==> src/hdl/feature_cfg_params.svh <==
`ifndef FEATURE_CFG_PARAMS_SVH
`define FEATURE_CFG_PARAMS_SVH
// -----------------------------------------------------------------
// Feature identifiers
// -----------------------------------------------------------------
`define FID_KEEPALIVE     8'h0F
`define FID_THERMAL       8'h10
// -----------------------------------------------------------------
// Completion status codes
// -----------------------------------------------------------------
`define STS_SUCCESS       8'h00
`define STS_INVALID_FIELD 8'h02
// -----------------------------------------------------------------
// Field layout of the thermal dword
// -----------------------------------------------------------------
`define LIGHT_MSB         31
`define LIGHT_LSB         16
`define HEAVY_MSB         15
`define HEAVY_LSB         0
// -----------------------------------------------------------------
// Reset and default values
// -----------------------------------------------------------------
`define KA_DEFAULT_MS     32'h0001_D4C0
`define KA_DISABLED       32'h0000_0000
`define TEMP_OFF          16'h0000
`define TS_ORIGIN_RESET   3'h0
`define TS_ORIGIN_HOST    3'h1
// -----------------------------------------------------------------
// Timing counts
// -----------------------------------------------------------------
`define DIV_LAST          6'h1F
`define SYNC_WAIT         2'h2
`define KA_SET_LATENCY    34
`endif

==> src/hdl/feature_cfg_pkg.sv <==
package feature_cfg_pkg;
   typedef logic [31:0] dword_t;
   typedef logic [15:0] temp_t;
   typedef logic [7:0]  byte_t;
   typedef enum logic [1:0] {ST_INIT, ST_IDLE, ST_DIV, ST_CPL} fsm_e;
endpackage

==> src/hdl/keepalive_thermal_feature_cfg.sv <==
`timescale 1ns/1ps
`include "feature_cfg_params.svh"

module keepalive_thermal_feature_cfg (
   input  wire logic                   sys_clk,
   input  wire logic                   rst,
   input  wire logic                   cmd_valid,
   input  wire logic                   cmd_is_set,
   input  wire feature_cfg_pkg::byte_t cmd_fid,
   input  wire feature_cfg_pkg::dword_t cmd_dw11,
   input  wire feature_cfg_pkg::temp_t keepalive_granularity,
   input  wire feature_cfg_pkg::temp_t min_mgmt_temp,
   input  wire feature_cfg_pkg::temp_t max_mgmt_temp,
   input  wire logic                   fabric_needs_keepalive,
   input  wire logic                   ts_host_load,
   input  wire logic                   ts_count_paused,
   output logic                        cmd_ready,
   output logic                        cpl_valid,
   output feature_cfg_pkg::byte_t      cpl_status,
   output feature_cfg_pkg::dword_t     cpl_dw0,
   output feature_cfg_pkg::dword_t     keepalive_timeout_ms,
   output logic                        keepalive_enabled,
   output feature_cfg_pkg::temp_t      light_throttle_temp,
   output feature_cfg_pkg::temp_t      heavy_throttle_temp,
   output logic                        light_throttle_en,
   output logic                        heavy_throttle_en,
   output logic [2:0]                  ts_origin,
   output logic                        ts_gap
);
   import feature_cfg_pkg::*;

   // -----------------------------------------------------------------
   // Strap synchroniser
   // -----------------------------------------------------------------
   logic fab_meta;
   logic fab_sync;

   // Two flops before the strap is used
   always_ff @(posedge sys_clk) begin
      if (rst) begin
         fab_meta <= 1'b0;
         fab_sync <= 1'b0;
      end else begin
         fab_meta <= fabric_needs_keepalive;
         fab_sync <= fab_meta;
      end
   end

   // -----------------------------------------------------------------
   // Command decode
   // -----------------------------------------------------------------
   fsm_e        state;
   logic [1:0]  init_cnt;
   logic [5:0]  div_cnt;
   logic [16:0] rem;
   dword_t      dvd;
   dword_t      ka_req;
   logic        is_init;
   temp_t       g_eff;
   temp_t       req_light;
   temp_t       req_heavy;
   logic        take;
   logic        bad_range;
   logic        bad_order;

   // Request fields and checks
   assign take      = cmd_valid && cmd_ready;
   assign g_eff     = (keepalive_granularity == `TEMP_OFF) ? 16'h0001 : keepalive_granularity;
   assign req_light = cmd_dw11[`LIGHT_MSB:`LIGHT_LSB];
   assign req_heavy = cmd_dw11[`HEAVY_MSB:`HEAVY_LSB];
   assign bad_range = ((req_light != `TEMP_OFF)
                       && (req_light < min_mgmt_temp || req_light > max_mgmt_temp))
                    || ((req_heavy != `TEMP_OFF)
                       && (req_heavy < min_mgmt_temp || req_heavy > max_mgmt_temp));
   assign bad_order = (req_heavy != `TEMP_OFF) && (req_light >= req_heavy);
   assign cmd_ready = (state == ST_IDLE);

   // Enables derived from stored values
   assign keepalive_enabled = (keepalive_timeout_ms != `KA_DISABLED);
   assign light_throttle_en = (light_throttle_temp != `TEMP_OFF);
   assign heavy_throttle_en = (heavy_throttle_temp != `TEMP_OFF);

   // -----------------------------------------------------------------
   // Controller state and feature storage
   // -----------------------------------------------------------------
   fsm_e        next_state;
   logic [1:0]  next_init_cnt;
   logic [5:0]  next_div_cnt;
   logic [16:0] next_rem;
   dword_t      next_dvd;
   dword_t      next_ka_req;
   logic        next_is_init;
   logic        next_cpl_valid;
   byte_t       next_cpl_status;
   dword_t      next_cpl_dw0;
   dword_t      next_ka;
   temp_t       next_light;
   temp_t       next_heavy;
   logic [16:0] rem_sh;
   logic [32:0] up_sum;
   dword_t      rounded;

   // Next values of the command engine
   always_comb begin
      next_state      = state;
      next_init_cnt   = init_cnt;
      next_div_cnt    = div_cnt;
      next_rem        = rem;
      next_dvd        = dvd;
      next_ka_req     = ka_req;
      next_is_init    = is_init;
      next_cpl_valid  = 1'b0;
      next_cpl_status = cpl_status;
      next_cpl_dw0    = cpl_dw0;
      next_ka         = keepalive_timeout_ms;
      next_light      = light_throttle_temp;
      next_heavy      = heavy_throttle_temp;
      rem_sh          = {rem[15:0], dvd[31]};
      up_sum          = {1'b0, ka_req} + {17'h0_0000, g_eff - rem[15:0]};
      rounded         = ka_req;
      case (state)
         ST_INIT: begin
            // Wait for the strap to settle, then pick the default
            if (init_cnt == `SYNC_WAIT) begin
               if (fab_sync) begin
                  next_ka_req  = `KA_DEFAULT_MS;
                  next_dvd     = `KA_DEFAULT_MS;
                  next_rem     = 17'h0_0000;
                  next_div_cnt = 6'h00;
                  next_is_init = 1'b1;
                  next_state   = ST_DIV;
               end else begin
                  next_ka    = `KA_DISABLED;
                  next_state = ST_IDLE;
               end
            end else begin
               next_init_cnt = init_cnt + 2'h1;
            end
         end
         ST_IDLE: begin
            if (take) begin
               next_cpl_status = `STS_SUCCESS;
               if (cmd_fid == `FID_KEEPALIVE) begin
                  if (cmd_is_set) begin
                     next_ka_req  = cmd_dw11;
                     next_dvd     = cmd_dw11;
                     next_rem     = 17'h0_0000;
                     next_div_cnt = 6'h00;
                     next_is_init = 1'b0;
                     next_state   = ST_DIV;
                  end else begin
                     next_cpl_valid = 1'b1;
                     next_cpl_dw0   = keepalive_timeout_ms;
                  end
               end else if (cmd_fid == `FID_THERMAL) begin
                  next_cpl_valid = 1'b1;
                  if (!cmd_is_set) begin
                     next_cpl_dw0 = {light_throttle_temp, heavy_throttle_temp};
                  end else if (bad_range || bad_order) begin
                     next_cpl_status = `STS_INVALID_FIELD;
                  end else begin
                     next_light = req_light;
                     next_heavy = req_heavy;
                  end
               end else begin
                  next_cpl_valid  = 1'b1;
                  next_cpl_status = `STS_INVALID_FIELD;
               end
            end
         end
         ST_DIV: begin
            // One restoring division step per cycle, remainder only
            next_rem = (rem_sh >= {1'b0, g_eff}) ? rem_sh - {1'b0, g_eff} : rem_sh;
            next_dvd = {dvd[30:0], 1'b0};
            next_div_cnt = div_cnt + 6'h01;
            if (div_cnt == `DIV_LAST) begin
               next_state = ST_CPL;
            end
         end
         ST_CPL: begin
            // Round up; saturate to the lower multiple on overflow
            if (rem != 17'h0_0000) begin
               rounded = up_sum[32] ? ka_req - {16'h0000, rem[15:0]} : up_sum[31:0];
            end
            next_ka    = rounded;
            next_state = ST_IDLE;
            if (!is_init) begin
               next_cpl_valid  = 1'b1;
               next_cpl_status = `STS_SUCCESS;
            end
         end
         default: begin
            next_state = ST_IDLE;
         end
      endcase
   end

   // Register the command engine
   always_ff @(posedge sys_clk) begin
      if (rst) begin
         state                <= ST_INIT;
         init_cnt             <= 2'h0;
         div_cnt              <= 6'h00;
         rem                  <= 17'h0_0000;
         dvd                  <= `KA_DISABLED;
         ka_req               <= `KA_DISABLED;
         is_init              <= 1'b0;
         cpl_valid            <= 1'b0;
         cpl_status           <= `STS_SUCCESS;
         cpl_dw0              <= `KA_DISABLED;
         keepalive_timeout_ms <= `KA_DISABLED;
         light_throttle_temp  <= `TEMP_OFF;
         heavy_throttle_temp  <= `TEMP_OFF;
      end else begin
         state                <= next_state;
         init_cnt             <= next_init_cnt;
         div_cnt              <= next_div_cnt;
         rem                  <= next_rem;
         dvd                  <= next_dvd;
         ka_req               <= next_ka_req;
         is_init              <= next_is_init;
         cpl_valid            <= next_cpl_valid;
         cpl_status           <= next_cpl_status;
         cpl_dw0              <= next_cpl_dw0;
         keepalive_timeout_ms <= next_ka;
         light_throttle_temp  <= next_light;
         heavy_throttle_temp  <= next_heavy;
      end
   end

   // -----------------------------------------------------------------
   // Timestamp origin and gap flag
   // -----------------------------------------------------------------
   logic [2:0] next_ts_origin;
   logic       next_ts_gap;

   // Pause event wins over a host load's gap clear in the same cycle; the origin still loads
   always_comb begin
      next_ts_origin = ts_origin;
      next_ts_gap    = ts_gap;
      if (ts_host_load) begin
         next_ts_origin = `TS_ORIGIN_HOST;
         next_ts_gap    = 1'b0;
      end
      if (ts_count_paused) begin
         next_ts_gap = 1'b1;
      end
   end

   // Register the timestamp flags
   always_ff @(posedge sys_clk) begin
      if (rst) begin
         ts_origin <= `TS_ORIGIN_RESET;
         ts_gap    <= 1'b0;
      end else begin
         ts_origin <= next_ts_origin;
         ts_gap    <= next_ts_gap;
      end
   end

   // -----------------------------------------------------------------
   // Assertions
   // -----------------------------------------------------------------
   localparam int KA_LAT = `KA_SET_LATENCY;
endmodule

==> config.mk <==
export PLATFORM = sky130hd
export DESIGN_NAME = keepalive_thermal_feature_cfg
export DESIGN_NICKNAME = d
export VERILOG_FILES = /design/src/hdl/feature_cfg_pkg.sv /design/src/hdl/keepalive_thermal_feature_cfg.sv
export VERILOG_INCLUDE_DIRS = /design/src /design/src/hdl
export SDC_FILE = /design/constraint.sdc
export NUM_CORES = 1
export LEC_CHECK = 0
export ABC_CLOCK_PERIOD_IN_PS = 8600
export BUFFER_PORTS_ARGS = -buffer_cell sky130_fd_sc_hd__buf_4
export CORE_MARGIN = 8
export CORE_UTILIZATION = 54
export CTS_CLUSTER_SIZE = 14
export DETAILED_ROUTE_END_ITERATION = 8
export PLACE_DENSITY = 0.76
export SYNTH_ARGS = -nofsm -noshare
export SYNTH_HDL_FRONTEND = slang
export SYNTH_SLANG_ARGS = --single-unit
export TNS_END_PERCENT = 1
==> constraint.sdc <==
create_clock -name sys_clk -period 8.6 [get_ports sys_clk]
set_input_delay 0.86 -clock sys_clk [delete_from_list [all_inputs] [get_ports sys_clk]]
set_output_delay 0.86 -clock sys_clk [all_outputs]
set_load 0.01 [all_outputs]
==> impl_metrics.ini <==
[status]
outcome = finished, final reports clean

[clocking]
cts_inserted_buffers = 17
htreeDepth = 4
cts_resized = 0
path_clk_slew_ns = 0.08
clk_latency_ns = 0.44
cts_tree = yes
clockRootBuffer = clkbuf_16
clockBufferDepth = 2
cts_setup_buffers = 0
cts_num_sinks = 194
hold_buffers = 0

[power_and_ir_drop]
p_switching_uw = 937
pwr-share-clk = 0.328
power_frac_seq = 0.373
intPower_uw = 1620
peakVddDrop_mv = 0.121
swShare = 0.366
powerDensity_mw_per_mm2 = 164
power_frac_comb = 0.300
p_leak_uw = 0.00681

[layout]
syn_to_final_growth_pct = 16.7
n_antenna_cell = 0
fillers = 2171
final_layout_size_suffix_gt1_frac = 0.146
fin_nets = 2103

[timing]
whs_ns = 0.457
setup-tns-final_ns = 0
tightest_slew_ns = 1.05
finalMaxSlewViolations = 0
finalSetupViolations = 0
period_share = 0.593
hold_viol = 0
rsz0062_at_grt = no
fin_skew_ns = 0.0196
slew_headroom = 0.297
period_minus_slack_ns = 5.10
fmax_ghz = 0.196

[synthesis]
synth_edf_count = 0
synthTopCellsByArea = dfxtp_1 (29%), ha_1 (14%), nand2_1 (6.2%)
ys_seq_area_frac = 0.290
synth_commonest_cells = nand2_1 (220), dfxtp_1 (194), nor2_1 (153)
synthFlopType = dfxtp_1
synth-warning-count = 0
ys_ff_latch = 194
synth_cells = 1714
synth_top_area_frac = 0.290
synth_cell_types = 68
synth.most_common_cell = nand2_1
synth.avg_cell_area_um2 = 7.80
synth_async_sr_flop_share = 0
syn_area_mm2 = 0.0134
yosysTopAreaCell = dfxtp_1

[worst_setup_path]
cp.arrival_ns = 5.42
ff2ff_path_depth = 19
timing.rr.start = rem[1]
crit_cells = 23
crit_start = keepalive_granularity[12]
critical_path_class = primary input to register
crit_family = compound AO/OA/AOI/OAI gates
crit_fanout = 16
slowest_stage = o21a_1
critical_path_buf_inv_count = 3
cp_cell_sequence = buf_4 > nor3_1 > a41o_1 > inv_1 > ha_1 > inv_1 > fa_1 > a21o_1 > a21o_1 > a21oi_1 > o21ai_0 > a41oi_1 > a21oi_1 > a21o_1 > a21oi_1 > xnor2_1 > ha_1 > nand2_1 > o21ba_2 > o21a_1 > nor2_1 > a311oi_1 > o21ai_0
endpoint_kind = register
cpPeakStageDelay_ns = 0.47
startpoint_type = primary input
crit_required_ns = 8.92

[floorplan]
die_h_um = 173
core_area_mm2 = 0.0243
die-area_mm2 = 0.0301
fp-row-count = 57
die_width_um = 173
pin_count = 208
initial_core_util = 0.550

[placed_design]
gp_congestion = 0.949
portBuffers = 198
dp_hpwl_mm = 33.4

[detailed_routing]
routed_wirelength_mm = 44.6
routed_via_density = 6.14
wl_per_cell_um = 20.4
ant_nets = 0
vias = 13400
drcViolationCount = 0
drtIter0Drc = 1355
drt_first_pass_iters = 7

[worst_hold_path]
hold_start = dvd[4]
holdPathStages = 2
hp-class = register to register

[global_routing]
antenna_found_initial = 0
overflow = 0
grt_max_degree = 77
grt_pass1_vias = 13000
grt_pass1_wl_mm = 70.3
grt_usage = 0.287

[flow_run]
max-cap-violations = 0
[sequential cells by signal, indices dropped and copies added (netlist names)]
name / flops
keepalive_timeout_ms: 32
ts_origin: 1
div_cnt: 6
cpl_valid: 1
ts_gap: 1
fab_sync: 1
light_throttle_temp: 16
rem: 17
dvd: 32
heavy_throttle_temp: 16
init_cnt: 2
is_init: 1
cpl_status: 1
cpl_dw0: 32
ka_req: 32
fab_meta: 1
state: 2
[worst min-delay path, delay by kind of cell (launching register included)]
kind,cells,cell delay (ns)
AOI/OAI and AO/OA,1,0.05
DFF,1,0.32
and+or+nand+nor,1,0.05
[final timing paths]
path                              end  slack [ns]
min                            dvd[4]        0.46
max           keepalive_timeout_ms[3]        3.50
min reg2reg                    dvd[4]        0.46
max reg2reg  keepalive_timeout_ms[24]        3.87
[stage by stage]
stage / util / total power [µW] / area, µm² / std cells / setup WS (ns)
after floorplan: - / 1510 / 13400 / 1722 / 3.84
after global routing: 0.642 / 2680 / 15600 / 2189 / 3.21
after CTS: 0.642 / 2550 / 15600 / 2189 / 3.59
after global placement: 0.616 / 1710 / 15000 / 2157 / 3.24
final: 0.642 / 2560 / 15600 / 2189 / 3.50
after detailed placement: 0.616 / 1730 / 15000 / 2157 / 3.12
[cell usage in the layout (no fill, tap or decap), drive strengths merged, types with 50 or more instances in the layout]
| cell | n |
|---|---|
| nand3 | 75 |
| dfxtp | 194 |
| nor2 | 153 |
| buf | 213 |
| a311oi | 50 |
| nand2 | 220 |
| inv | 120 |
| o21ai | 97 |
| ha | 152 |
| a21oi | 128 |
[power groups by stage]
stage          clock, µW  combinational, µW  sequential [µW]
2_1_floorplan          0                546              965
3_3_place_gp           0                738              973
3_5_place_dp           0                751              975
4_1_cts              839                757              953
5_1_grt              879                846              957
6_report             838                767              954
[cell families (layout without fill, tap and decap cells)]
| logic type | count (synthesis) | in the layout | share of synthesized area |
|---|---|---|---|
| adders and majority gates | 156 | 156 | 0.148 |
| DFF | 194 | 194 | 0.290 |
| and+or+nand+nor | 601 | 601 | 0.205 |
| AOI/OAI and AO/OA | 447 | 447 | 0.223 |
| other | 1 | 9 | 0.000280 |
| buffers and inverters | 216 | 359 | 0.0651 |
| muxes | 38 | 38 | 0.0284 |
| xor gates and xnor gates | 61 | 61 | 0.0399 |
[cell type report]
type                            instances  area (µm²)  area share
Tap cell                              324         405      0.0260
Clock inverter                         14         188      0.0120
Sequential cell                       194        3880       0.249
Inverter                              114         428      0.0274
Multi-Input combinational cell       1312        8670       0.555
Clock buffer                           18         439      0.0281
Timing Repair Buffer                  213        1600       0.102
[metal layers]
layer	track usage	vias up	routed length, µm
met5	0	-	0
met4	0.131	0	1940
met2	0.450	662	19800
met3	0.0542	148	4080
li1	-	6383	-
met1	0.375	6243	18700
Power figures use the tool's default switching activity.
